### src/lane_group_pkg.sv
// constants for the lane group clocking control register bank
package lane_group_pkg;

  localparam int ADDR_W = 6;
  localparam int DATA_W = 16;

  localparam logic [ADDR_W-1:0] LANE_GROUP_CONTROL_A_OFS = 6'h00;
  localparam logic [ADDR_W-1:0] LANE_GROUP_CONTROL_B_OFS = 6'h01;
  localparam logic [ADDR_W-1:0] CAL_STATUS_OFS           = 6'h02;

  // lane_group_control_a fields
  localparam int CTRLA_W            = 6;
  localparam int RX_GATE_POS        = 5;
  localparam int TX_GATE_POS        = 4;
  localparam int SERIAL_SAMPLE_POS  = 3;
  localparam int INVERT_RX_CLK_POS  = 2;
  localparam int NEG_NEIGHBOR_POS   = 1;
  localparam int POS_NEIGHBOR_POS   = 0;
  localparam logic [CTRLA_W-1:0] CTRLA_RESET = 6'h03;

  // lane_group_control_b fields
  localparam int CTRLB_W            = 12;
  localparam int TX_PHASE_LSB       = 2;
  localparam int TX_PHASE_MSB       = 11;
  localparam int TX_PHASE_W         = 10;
  localparam int TX_PHASE_MDATA_POS = 9;
  localparam int TX_PHASE_MCLK_POS  = 8;
  localparam int TX_PHASE_TRI_POS   = 7;
  localparam int TX_PHASE_SLICE_W   = 7;
  localparam int RX_PHASE_NEG_POS   = 1;
  localparam int RX_PHASE_POS_POS   = 0;
  localparam logic [CTRLB_W-1:0] CTRLB_RESET = 12'h003;

  // calibration status field
  localparam int FIXED_DELAY_READY_POS = 11;

  localparam logic [DATA_W-1:0] UNMAPPED_READ = 16'h0000;

endpackage : lane_group_pkg

### src/lane_group_clocking_control.sv
// register bank for lane group clocking controls
`timescale 1ns/1ps
`default_nettype none
module lane_group_clocking_control (
  input  wire logic                                clk_sys,
  input  wire logic                                rst,
  input  wire logic [lane_group_pkg::ADDR_W-1:0]   riuAddr,
  input  wire logic                                riuWrEn,
  input  wire logic [lane_group_pkg::DATA_W-1:0]   riuWrData,
  output var  logic [lane_group_pkg::DATA_W-1:0]   riuRdData,
  input  wire logic                                calSerialWrEn,
  input  wire logic                                calSerialValue,
  input  wire logic                                fixedDelayCalDone,
  output var  logic                                rxGateEn,
  output var  logic                                txGateEn,
  output var  logic                                serialSampleEn,
  output var  logic                                invertRxClk,
  output var  logic                                negStrobeFromNeighbor,
  output var  logic                                posStrobeFromNeighbor,
  output var  logic [lane_group_pkg::TX_PHASE_W-1:0] txDataPhase,
  output var  logic                                rxClkPhaseNeg,
  output var  logic                                rxClkPhasePos
);
  import lane_group_pkg::*;

  typedef struct packed {
    logic [CTRLA_W-1:0]    controlA;
    logic [CTRLB_W-1:0]    controlB;
    logic                  readyStatus;
    logic [DATA_W-1:0]     rdData;
    logic                  rxGate;
    logic                  txGate;
    logic                  serialSample;
    logic                  invertRx;
    logic                  negNeighbor;
    logic                  posNeighbor;
    logic [TX_PHASE_W-1:0] txPhase;
    logic                  rxPhaseNeg;
    logic                  rxPhasePos;
  } bankState_t;

  localparam bankState_t BANK_RESET = '{
    controlA:     CTRLA_RESET,
    controlB:     CTRLB_RESET,
    readyStatus:  1'b0,
    rdData:       UNMAPPED_READ,
    rxGate:       CTRLA_RESET[RX_GATE_POS],
    txGate:       CTRLA_RESET[TX_GATE_POS],
    serialSample: CTRLA_RESET[SERIAL_SAMPLE_POS],
    invertRx:     CTRLA_RESET[INVERT_RX_CLK_POS],
    negNeighbor:  CTRLA_RESET[NEG_NEIGHBOR_POS],
    posNeighbor:  CTRLA_RESET[POS_NEIGHBOR_POS],
    txPhase:      CTRLB_RESET[TX_PHASE_MSB:TX_PHASE_LSB],
    rxPhaseNeg:   CTRLB_RESET[RX_PHASE_NEG_POS],
    rxPhasePos:   CTRLB_RESET[RX_PHASE_POS_POS]
  };

  bankState_t state_q;
  bankState_t state_d;
  logic       fixedDelayReady;

  // the done level comes from calibration logic on another timing path
  level_sync3 readySync (
    .clk_sys (clk_sys),
    .rst     (rst),
    .asyncIn (fixedDelayCalDone),
    .syncOut (fixedDelayReady)
  );

  // read view of one register; reserved bits read as zero
  function automatic logic [DATA_W-1:0] regView(
    input logic [ADDR_W-1:0]  addr,
    input logic [CTRLA_W-1:0] ctrlA,
    input logic [CTRLB_W-1:0] ctrlB,
    input logic               ready
  );
    logic [DATA_W-1:0] view;
    view = UNMAPPED_READ;
    case (addr)
      LANE_GROUP_CONTROL_A_OFS: view[CTRLA_W-1:0] = ctrlA;
      LANE_GROUP_CONTROL_B_OFS: view[CTRLB_W-1:0] = ctrlB;
      CAL_STATUS_OFS:           view[FIXED_DELAY_READY_POS] = ready;
      default:                  view = UNMAPPED_READ;
    endcase
    return view;
  endfunction : regView

  function automatic logic isWrite(
    input logic              wrEn,
    input logic [ADDR_W-1:0] addr,
    input logic [ADDR_W-1:0] target
  );
    return wrEn && (addr == target);
  endfunction : isWrite

  always_comb begin
    state_d = state_q;
    // calibration may flip the serial bit during its first pass; a later
    // register write is how the controller restores its own choice
    if (calSerialWrEn) begin
      state_d.controlA[SERIAL_SAMPLE_POS] = calSerialValue;
    end
    // a register write in the same cycle wins over calibration
    if (isWrite(riuWrEn, riuAddr, LANE_GROUP_CONTROL_A_OFS)) begin
      state_d.controlA = riuWrData[CTRLA_W-1:0];
    end
    if (isWrite(riuWrEn, riuAddr, LANE_GROUP_CONTROL_B_OFS)) begin
      state_d.controlB = riuWrData[CTRLB_W-1:0];
    end
    state_d.readyStatus  = fixedDelayReady;
    state_d.rdData       = regView(riuAddr, state_q.controlA, state_q.controlB, state_q.readyStatus);
    // outputs follow the stored bits one cycle later so each is a plain flop
    state_d.rxGate       = state_q.controlA[RX_GATE_POS];
    state_d.txGate       = state_q.controlA[TX_GATE_POS];
    state_d.serialSample = state_q.controlA[SERIAL_SAMPLE_POS];
    state_d.invertRx     = state_q.controlA[INVERT_RX_CLK_POS];
    state_d.negNeighbor  = state_q.controlA[NEG_NEIGHBOR_POS];
    state_d.posNeighbor  = state_q.controlA[POS_NEIGHBOR_POS];
    state_d.txPhase      = state_q.controlB[TX_PHASE_MSB:TX_PHASE_LSB];
    state_d.rxPhaseNeg   = state_q.controlB[RX_PHASE_NEG_POS];
    state_d.rxPhasePos   = state_q.controlB[RX_PHASE_POS_POS];
  end

  always_ff @(posedge clk_sys) begin
    if (rst) begin
      state_q <= BANK_RESET;
    end else begin
      state_q <= state_d;
    end
  end

  assign riuRdData             = state_q.rdData;
  assign rxGateEn              = state_q.rxGate;
  assign txGateEn              = state_q.txGate;
  assign serialSampleEn        = state_q.serialSample;
  assign invertRxClk           = state_q.invertRx;
  assign negStrobeFromNeighbor = state_q.negNeighbor;
  assign posStrobeFromNeighbor = state_q.posNeighbor;
  assign txDataPhase           = state_q.txPhase;
  assign rxClkPhaseNeg         = state_q.rxPhaseNeg;
  assign rxClkPhasePos         = state_q.rxPhasePos;
endmodule : lane_group_clocking_control
`default_nettype wire

### src/level_sync3.sv
// three-stage level synchroniser with agreement filter
`timescale 1ns/1ps
`default_nettype none
module level_sync3 (
  input  wire logic clk_sys,
  input  wire logic rst,
  input  wire logic asyncIn,
  output var  logic syncOut
);

  typedef struct packed {
    logic meta;
    logic stage2;
    logic stage3;
    logic level;
  } syncState_t;

  syncState_t state_q;
  syncState_t state_d;

  always_comb begin
    state_d        = state_q;
    state_d.meta   = asyncIn;
    state_d.stage2 = state_q.meta;
    state_d.stage3 = state_q.stage2;
    // a change is taken only once two settled stages agree
    if (state_q.stage2 == state_q.stage3) begin
      state_d.level = state_q.stage3;
    end
  end

  always_ff @(posedge clk_sys) begin
    if (rst) begin
      state_q <= '0;
    end else begin
      state_q <= state_d;
    end
  end

  assign syncOut = state_q.level;

endmodule : level_sync3
`default_nettype wire

### config.mk
export PLATFORM = sky130hd
export DESIGN_NAME = lane_group_clocking_control
export DESIGN_NICKNAME = d
export VERILOG_FILES = /design/src/lane_group_pkg.sv /design/src/lane_group_clocking_control.sv /design/src/level_sync3.sv
export SDC_FILE = /design/constraint.sdc
export NUM_CORES = 1
export LEC_CHECK = 0
export BUFFER_PORTS_ARGS = -buffer_cell sky130_fd_sc_hd__buf_2
export CAP_MARGIN = 20
export CORE_MARGIN = 2
export CORE_UTILIZATION = 56
export CTS_BUF_LIST = sky130_fd_sc_hd__clkbuf_8
export DETAILED_ROUTE_END_ITERATION = 12
export PLACE_DENSITY = 0.87
export SYNTH_ARGS = -nofsm -noshare
export SYNTH_HDL_FRONTEND = slang
export SYNTH_HIERARCHICAL = 1
export SYNTH_SLANG_ARGS = --single-unit
### constraint.sdc
create_clock -name clk_sys -period 3.92 [get_ports clk_sys]
set_clock_uncertainty 0.05 [all_clocks]
set_input_delay 0.784 -clock clk_sys [delete_from_list [all_inputs] [get_ports clk_sys]]
set_output_delay 0.784 -clock clk_sys [all_outputs]
set_load 0.01 [all_outputs]
==> results.sh, run 1 <==
export IMPL_ys_seq_area_share_pct=54.1
export IMPL_postSynthRegisterBits=53
export IMPL_first_pass_iters=4
export IMPL_finalWeightedCongestion=0.728
export IMPL_routed_wl_um=2930
export IMPL_fin_nets=246
export IMPL_n_fill_cell=295
export IMPL_yosysTopAreaCellShare_pct=54.1
export IMPL_leakagePower_nw=1.06
export IMPL_track_usage_pct=16.4
export IMPL_utilization_pct=64.1
export IMPL_syn2layout_area_growth_pct=9.95
export IMPL_grt_pass1_vias=1218
export IMPL_power_density_nw_per_um2=403
export IMPL_synth_area_leaders="dfxtp_1, buf_4, mux2i_1, nand2b_1, nor2b_1"
export IMPL_drv_cap=0
export IMPL_cts_buffers=5
export IMPL_cpPeakStageDelay_ns=0.56
export IMPL_cts_sinks=53
export IMPL_antenna_found_initial=0
export IMPL_die_area_um2=3990
export IMPL_crit_type="in2reg"
export IMPL_wl_per_cell_um=11.0
export IMPL_ant_nets=0
export IMPL_via_count=1204
export IMPL_rsz0062_at_grt="no"
export IMPL_hold_path_class="reg2reg"
export IMPL_die_height_um=63.2
export IMPL_crit_buf_inv=1
export IMPL_relSlewSlack_pct=58.9
export IMPL_clk_pin_slew_worst_paths_ns=0.08
export IMPL_grt_overflow=0
export IMPL_cts_resized_gates=0
export IMPL_clock_latency_ns=0.29
export IMPL_core_area_um2=3360
export IMPL_pin_count=62
export IMPL_io_buffers=53
export IMPL_diodes=0
export IMPL_fin_crit_sh_pct=51.6
export IMPL_cp_start_kind="input port"
export IMPL_slew_violations=0
export IMPL_crit_chain="buf_2 -> nor4_1 -> nand3_2 -> mux2_2"
export IMPL_slowest_stage="nor4_1"
export IMPL_cp_arrival_ns=2.16
export IMPL_yosys_area_top_type="dfxtp_1"
export IMPL_clock_fmax_ghz=0.494
export IMPL_post_cts_setup_buffers=0
export IMPL_cts_root_buf="clkbuf_8"
export IMPL_ys_types=25
export IMPL_via_per_inst=4.54
export IMPL_critPathTopFamily="simple AND/OR/NAND/NOR gates"
export IMPL_h_tree_depth=2
export IMPL_grt_max_degree=40
export IMPL_finalSetupTns_ns=0
export IMPL_finalCriticalPeriod_ns=2.02
export IMPL_place_ws_ns=1.56
export IMPL_worstPathRequired_ns=4.06
export IMPL_status="finished clean"
export IMPL_drive_gt1_share_pct=30.6
export IMPL_syn_area_per_cell_um2=10.5
export IMPL_worst_slack_ns=1.90
export IMPL_start_util_pct=58.3
export IMPL_setup_violations=0
export IMPL_yosys_warnings=6
export IMPL_rows=21
export IMPL_die_x_um=63.2
export IMPL_grt_pass1_wl_um=5090
export IMPL_hold_buffers=0
export IMPL_final_hold_viol_count=0
export IMPL_dp_hpwl_um=2130
export IMPL_cp_end_kind="register"
export IMPL_hold_slack_ns=0.392
export IMPL_cp_max_fo=6
export IMPL_cts_tree="yes"
export IMPL_drt_iter0_markers=47
export IMPL_synth_area_um2=1960
export IMPL_cts_buffer_depth=2
export IMPL_drc=0
export IMPL_ir_drop_v=0.000309
export IMPL_tightest_slew_ns=0.611
export IMPL_synthCells=186
[kinds of logic (layout without fill, tap and decap cells)]
group           after synthesis  after routing  synth area share (%)
compound gates                9              9                  2.68
simple gates                 58             58                  17.4
flops                        53             53                  54.1
buf+inv                      43             73                  13.8
other cells                   1              4                 0.191
mux                          22             22                  11.8
[worst register-to-register path, delay by kind of cell (launching register included)]
family,cells,cell delay [ns]
flops,1,0.32
mux,2,0.40
simple gates,1,0.06
[stage by stage]
stage               area (um2)  total power, W  cells
finish                    2160        0.000870    265
global route              2160        0.000911    265
CTS                       2160        0.000879    265
detailed placement        2070        0.000597    257
global placement          2070        0.000596    257
floorplan                 1970        0.000583    189
[final timing paths]
| kind | endpoint | slack [ns] | start | depth (start not counted) |
|---|---|---|---|---|
| worst min register to register | readySync/state_d[1]$_SDFF_PP0_ | 0.39 | readySync/state_d[2]$_SDFF_PP0_ | 1 |
| worst max register to register | state_d[15]$_SDFFE_PP0P_ | 3.00 | state_d[15]$_SDFFE_PP0P_ | 3 |
| worst min-delay path | readySync/state_d[1]$_SDFF_PP0_ | 0.39 | readySync/state_d[2]$_SDFF_PP0_ | 1 |
| worst max-delay path | state_d[15]$_SDFFE_PP0P_ | 1.90 | riuAddr[5] | 4 |
[metal layers]
| metal | up-vias | share of wire (%) | global-route usage [%] |
|---|---|---|---|
| met2 | 39 | 51 | 29.5 |
| met3 | 6 | 6.3 | 5.36 |
| met5 | - | 0 | 0 |
| met4 | 0 | 1.8 | 7.34 |
| met1 | 537 | 40 | 17.4 |
| li1 | 622 | - | - |
[final cells by class]
class | instances | area (um2) | area share (%)
flip-flops and latches | 53 | 1060 | 49.2
multi-input cells | 93 | 641 | 29.7
repair buffers | 53 | 265 | 12.3
clock buffers | 5 | 68.8 | 3.19
well taps | 46 | 57.6 | 2.67
inverters | 12 | 45.0 | 2.09
clock inverters | 3 | 18.8 | 0.870
[registers in the layout, indices dropped and copies added (netlist names)]
register,flops
state_d,18
riuRdData,12
txDataPhase,10
readySync/state_d,2
invertRxClk,1
negStrobeFromNeighbor,1
posStrobeFromNeighbor,1
readySync/state_q,1
readySync/syncOut,1
rxClkPhaseNeg,1
rxClkPhasePos,1
rxGateEn,1
serialSampleEn,1
state_q,1
txGateEn,1
[synthesized netlist by cell type]
library cell	number
inv_1	12
buf_6	1
mux2_4	2
nor3_1	3
o21ai_1	1
conb_1	1
o31ai_1	3
nor2_8	1
nand2b_1	17
buf_4	27
nor2_1	17
nand3_2	1
mux2_2	1
nor2b_1	13
o21ai_0	3
clkbuf_1	2
and3b_1	1
nand3b_2	1
buf_2	1
nor4_1	1
or4_4	1
dfxtp_1	53
mux2i_1	19
nand2_1	2
a21oi_1	2
[report_power, final]
part | internal (W) | total [W] | leakage (nW) | switching (W)
Combinational | 0.0000190 | 0.0000413 | 0.588 | 0.0000223
Clock | 0.000123 | 0.000286 | 0.0416 | 0.000163
Sequential | 0.000541 | 0.000543 | 0.428 | 0.00000114
[cell usage in the layout (no fill, tap or decap), drive strengths merged]
cell       n
nand2b    17
a21oi      2
nor4       1
mux2i     19
or4        1
nor2      18
nand3      1
nor2b     13
and3b      1
nand3b     1
inv       13
conb       4
o31ai      3
o21ai      4
clkinvlp   2
mux2       3
nor3       3
nand2      2
buf       53
dfxtp     53
clkbuf     5
Power figures use the tool's default switching activity.
==> inputs of run 2 (changes only) <==
CORE_UTILIZATION = 52   (was 56)
PLACE_DENSITY = 0.81   (was 0.87)
clock period = 1.88 ns   (was 3.92 ns; I/O delays follow)
==> run 2 against run 1 <==
Against the previous run: cell count up 3.0%; utilization down 3.2 points; clock-buffer cell count up 1; clock power up 130%; power up 110%; non-clock buffer count up 6; critical path depth up 1; first-iteration DRC count down 23%; via count up 1.5%.
==> results.sh, run 2 (synthesis gave the netlist of run 1 again) <==
export IMPL_h_tree_depth=2
export IMPL_diodes=0
export IMPL_die_height_um=65.4
export IMPL_first_pass_iters=4
export IMPL_swShare_pct=21.3
export IMPL_min_to="readySync/state_d[2]$_SDFF_PP0_"
export IMPL_finalSetupTns_ns=0
export IMPL_cts_tree="yes"
export IMPL_final_area_um2=2210
export IMPL_fin_crit_sh_pct=76.2
export IMPL_drt_iter0_markers=36
export IMPL_grt_pass1_wl_um=4980
export IMPL_reg2reg_from="state_d[15]$_SDFFE_PP0P_"
export IMPL_clk_pin_slew_worst_paths_ns=0.09
export IMPL_setup_violations=0
export IMPL_grt_overflow=0
export IMPL_start_util_pct=54.0
export IMPL_rsz0062_at_grt="no"
export IMPL_cp_arrival_ns=1.62
export IMPL_utilization_pct=60.9
export IMPL_via_count=1222
export IMPL_cts_resized_gates=0
export IMPL_track_usage_pct=15.9
export IMPL_ant_nets=0
export IMPL_dp_cells=265
export IMPL_io_buffers=53
export IMPL_power_density_nw_per_um2=845
export IMPL_seq_power_share_pct=60.5
export IMPL_syn2layout_area_growth_pct=12.8
export IMPL_worstPathRequired_ns=2.06
export IMPL_cp_max_fo=6
export IMPL_cts_buffers=5
export IMPL_cp_end_kind="register"
export IMPL_ir_drop_v=0.000682
export IMPL_area_sequential_um2=1060
export IMPL_drv_cap=0
export IMPL_placed_cell_area_um2=2120
export IMPL_place_ws_ns=0.128
export IMPL_die_x_um=65.4
export IMPL_grt_pass1_vias=1096
export IMPL_multi_input_area_um2=641
export IMPL_pin_count=62
export IMPL_min_from="fixedDelayCalDone"
export IMPL_min_path_cells=2
export IMPL_hold_path_class="in2reg"
export IMPL_power_frac_comb_pct=4.9
export IMPL_clock_fmax_ghz=0.698
export IMPL_p_switching_w=0.000398
export IMPL_finalCriticalPeriod_ns=1.43
export IMPL_wl_per_cell_um=11.2
export IMPL_largest_reg_flops=18
export IMPL_slew_violations=0
export IMPL_hold_buffers=0
export IMPL_reg2regPathDepth=3
export IMPL_clock_latency_ns=0.30
export IMPL_die_area_um2=4280
export IMPL_status="finished clean"
export IMPL_dp_hpwl_um=2230
export IMPL_fin_nets=252
export IMPL_crit_type="in2reg"
export IMPL_n_fill_cell=333
export IMPL_cts_buffer_depth=2
export IMPL_rows=22
export IMPL_leakagePower_nw=1.10
export IMPL_worst_slack_ns=0.447
export IMPL_critical_path_reg2reg_endpoint="state_d[15]$_SDFFE_PP0P_"
export IMPL_cts_sinks=53
export IMPL_drive_gt1_share_pct=32.9
export IMPL_drc=0
export IMPL_core_area_um2=3630
export IMPL_antenna_found_initial=0
export IMPL_routed_wl_um=3050
export IMPL_cts_root_buf="clkbuf_8"
export IMPL_cp_start_kind="input port"
export IMPL_post_cts_setup_buffers=0
export IMPL_grt_max_degree=32
export IMPL_finalWeightedCongestion=0.725
export IMPL_clkPwrFrac_pct=34.6
export IMPL_final_cell_mix="buf_2, dfxtp_1, mux2i_1, nand2b_1, nor2_1"
export IMPL_p_int_w=0.00147
export IMPL_rrSetupSlack_ns=0.97
export IMPL_final_hold_viol_count=0
export IMPL_instances_no_fill=273
export IMPL_via_per_inst=4.48
## run 2: stage by stage
stage / hold WS (ns) / total power [W]
floorplan: 0.364 / 0.00122
global placement: 0.370 / 0.00125
detailed placement: 0.376 / 0.00125
CTS: 0.230 / 0.00189
finish: 0.237 / 0.00187
global route: 0.250 / 0.00195
## run 2: critical path, cell delays in order
cell and delay (ns):
buf_2 0.10, or4_4 0.57, nor2_8 0.20, buf_4 0.18
mux2i_1 0.18
## run 2: final cells by class
| class | instances | share of cell area, % |
|---|---|---|
| Sequential cell | 53 | 47.9 |
| Multi-Input combinational cell | 93 | 28.9 |
| Timing Repair Buffer | 59 | 14.0 |
| Clock buffer | 6 | 3.73 |
| Tap cell | 48 | 2.71 |
| Inverter | 12 | 2.04 |
| Clock inverter | 2 | 0.622 |
## run 2: worst max path at each step
stage | end | from
2_1_floorplan | state_d[11]$_SDFFE_PP0P_ | riuAddr[5]
3_3_place_gp | state_d[3]$_SDFFE_PP0P_ | riuAddr[5]
3_5_place_dp | state_d[11]$_SDFFE_PP0P_ | riuAddr[5]
4_1_cts | state_d[10]$_SDFFE_PP0P_ | riuAddr[5]
5_1_grt | state_d[10]$_SDFFE_PP0P_ | riuAddr[5]
6_report | state_d[10]$_SDFFE_PP0P_ | riuAddr[5]
## run 2: power groups by stage
stage | registers [W] | logic, W | clock network (W)
3_5_place_dp | 0.00116 | 0.0000913 | 0
6_report | 0.00113 | 0.0000907 | 0.000647
4_1_cts | 0.00113 | 0.0000916 | 0.000663
5_1_grt | 0.00113 | 0.000100 | 0.000716
2_1_floorplan | 0.00116 | 0.0000579 | 0
3_3_place_gp | 0.00116 | 0.0000898 | 0
## run 2: per-layer routing
metal / vias to the layer above / track usage (%) / wire (um)
met5: - / 0 / 0
met4: 0 / 6.25 / 51
met3: 6 / 6.34 / 198
met2: 36 / 26.7 / 1490
met1: 541 / 18.1 / 1310
li1: 639 / - / -
==> inputs of run 3 (changes only) <==
CORE_UTILIZATION = 47   (was 52)
PLACE_DENSITY = 0.77   (was 0.81)
clock period = 1.22 ns   (was 1.88 ns; I/O delays follow)
==> run 3 against run 2 <==
Against the previous run: die area increased by 10%; critical path depth decreased by 1; setup slack got worse by 0.44 ns; combinational power increased by 85%; sequential share of layout area decreased by 1.8 points; critical path type unchanged; critical endpoint is now state_d[11]$_SDFFE_PP0P_; largest cell class unchanged; largest power group unchanged.
==> results.sh, run 3 (synthesis gave the netlist of run 1 again) <==
export IMPL_dp_hpwl_um=2430
export IMPL_setup_violations=0
export IMPL_critical_path_reg2reg_endpoint="state_d[15]$_SDFFE_PP0P_"
export IMPL_drc=0
export IMPL_cts_buffer_depth=2
export IMPL_hold_buffers=0
export IMPL_cts_root_buf="clkbuf_8"
export IMPL_reg2reg_from="state_d[15]$_SDFFE_PP0P_"
export IMPL_power_density_nw_per_um2=1230
export IMPL_largest_reg_flops=18
export IMPL_multi_input_area_um2=656
export IMPL_cts_resized_gates=1
export IMPL_grt_pass1_wl_um=5310
export IMPL_ant_nets=0
export IMPL_worstPathRequired_ns=1.36
export IMPL_die_area_um2=4710
export IMPL_grt_pass1_vias=1230
export IMPL_routed_wl_um=3210
export IMPL_fin_crit_sh_pct=99.1
export IMPL_clock_latency_ns=0.30
export IMPL_crit_type="in2reg"
export IMPL_final_common_cell="dfxtp_1"
export IMPL_via_per_inst=4.44
export IMPL_cts_tree="yes"
export IMPL_drv_cap=0
export IMPL_worst_slack_ns=0.0106
export IMPL_cp_max_fo=4
export IMPL_syn2layout_area_growth_pct=17.3
export IMPL_cp_arrival_ns=1.35
export IMPL_pin_count=62
export IMPL_min_from="fixedDelayCalDone"
export IMPL_reg2regPathDepth=3
export IMPL_h_tree_depth=2
export IMPL_antenna_found_initial=0
export IMPL_min_to="readySync/state_d[2]$_SDFF_PP0_"
export IMPL_start_util_pct=49.0
export IMPL_final_hold_viol_count=0
export IMPL_io_buffers=53
export IMPL_via_count=1260
export IMPL_cp_start_kind="input port"
export IMPL_final_cell_mix="dfxtp_1, buf_2, mux2i_1, nand2b_1, nor2_1"
export IMPL_min_path_cells=2
export IMPL_drt_iter0_markers=62
export IMPL_clock_fmax_ghz=0.827
export IMPL_clk_pin_slew_worst_paths_ns=0.08
export IMPL_die_height_um=68.6
export IMPL_cts_buffers=5
export IMPL_first_pass_iters=4
export IMPL_die_x_um=68.6
export IMPL_drive_gt1_share_pct=35.0
export IMPL_finalWeightedCongestion=0.779
export IMPL_rsz0062_at_grt="yes"
export IMPL_finalSetupTns_ns=0
export IMPL_status="finished clean"
export IMPL_ir_drop_v=0.000722
export IMPL_grt_max_degree=24
export IMPL_track_usage_pct=15.7
export IMPL_slew_violations=0
export IMPL_finalCriticalPeriod_ns=1.21
export IMPL_cp_end_kind="register"
export IMPL_diodes=0
export IMPL_rows=23
export IMPL_post_cts_setup_buffers=0
export IMPL_cts_sinks=53
export IMPL_core_area_um2=4000
export IMPL_final_area_um2=2300
export IMPL_wl_per_cell_um=11.3
export IMPL_placed_cell_area_um2=2200
export IMPL_area_sequential_um2=1060
export IMPL_leakagePower_nw=1.14
export IMPL_grt_overflow=0
export IMPL_place_ws_ns=-0.350
export IMPL_n_fill_cell=357
export IMPL_fin_nets=261
export IMPL_hold_path_class="in2reg"
export IMPL_rrSetupSlack_ns=0.32
[run 3: per-stage QoR]
stage	instances	util, %	hold slack (ns)	total power [W]
final	284	57.6	0.105	0.00283
after global routing	284	57.6	0.100	0.00294
after CTS	284	57.2	0.101	0.00286
after detailed placement	276	55.1	0.381	0.00195
after global placement	276	55.1	0.378	0.00195
after floorplan	189	-	0.263	0.00188
[run 3: power breakdown]
group,internal (W),switching (W),leakage (nW),total (W)
Sequential,0.00174,0.00000351,0.428,0.00174
Clock,0.000390,0.000525,0.0467,0.000915
Combinational,0.0000877,0.0000804,0.666,0.000168
[run 3: worst max-delay path by stage]
stage,from,endpoint,slack (ns),depth (start not counted)
3_5_place_dp,riuAddr[5],state_d[6]$_SDFFE_PP0P_,-0.35,5
5_1_grt,riuAddr[5],state_d[10]$_SDFFE_PP0P_,-0.03,5
4_1_cts,riuAddr[5],state_d[10]$_SDFFE_PP0P_,0.005,5
6_report,riuAddr[5],state_d[11]$_SDFFE_PP0P_,0.01,4
3_3_place_gp,riuAddr[5],state_d[1]$_SDFFE_PP1P_,-0.32,5
2_1_floorplan,riuAddr[5],state_d[11]$_SDFFE_PP0P_,-0.34,4
[run 3: per-layer routing]
metal / vias up / global-route usage, % / wire (um)
li1: 654 / - / -
met1: 571 / 18.6 / 1400
met2: 33 / 25.8 / 1600
met3: 2 / 3.41 / 167
met4: 0 / 9.75 / 36
met5: - / 0 / 0
[run 3: final cells by class]
| class | count | area share [%] |
|---|---|---|
| clock buffer | 5 | 2.99 |
| tap | 50 | 2.72 |
| clock inverter | 3 | 0.652 |
| sequential | 53 | 46.1 |
| timing repair buffer | 68 | 17.1 |
| inverter | 12 | 1.96 |
| multi-input combinational | 93 | 28.5 |
[run 3: worst max-delay path: stages]
cell	delay [ns]
buf_6	0.09
or4_4	0.57
nor2_8	0.14
mux2_4	0.30
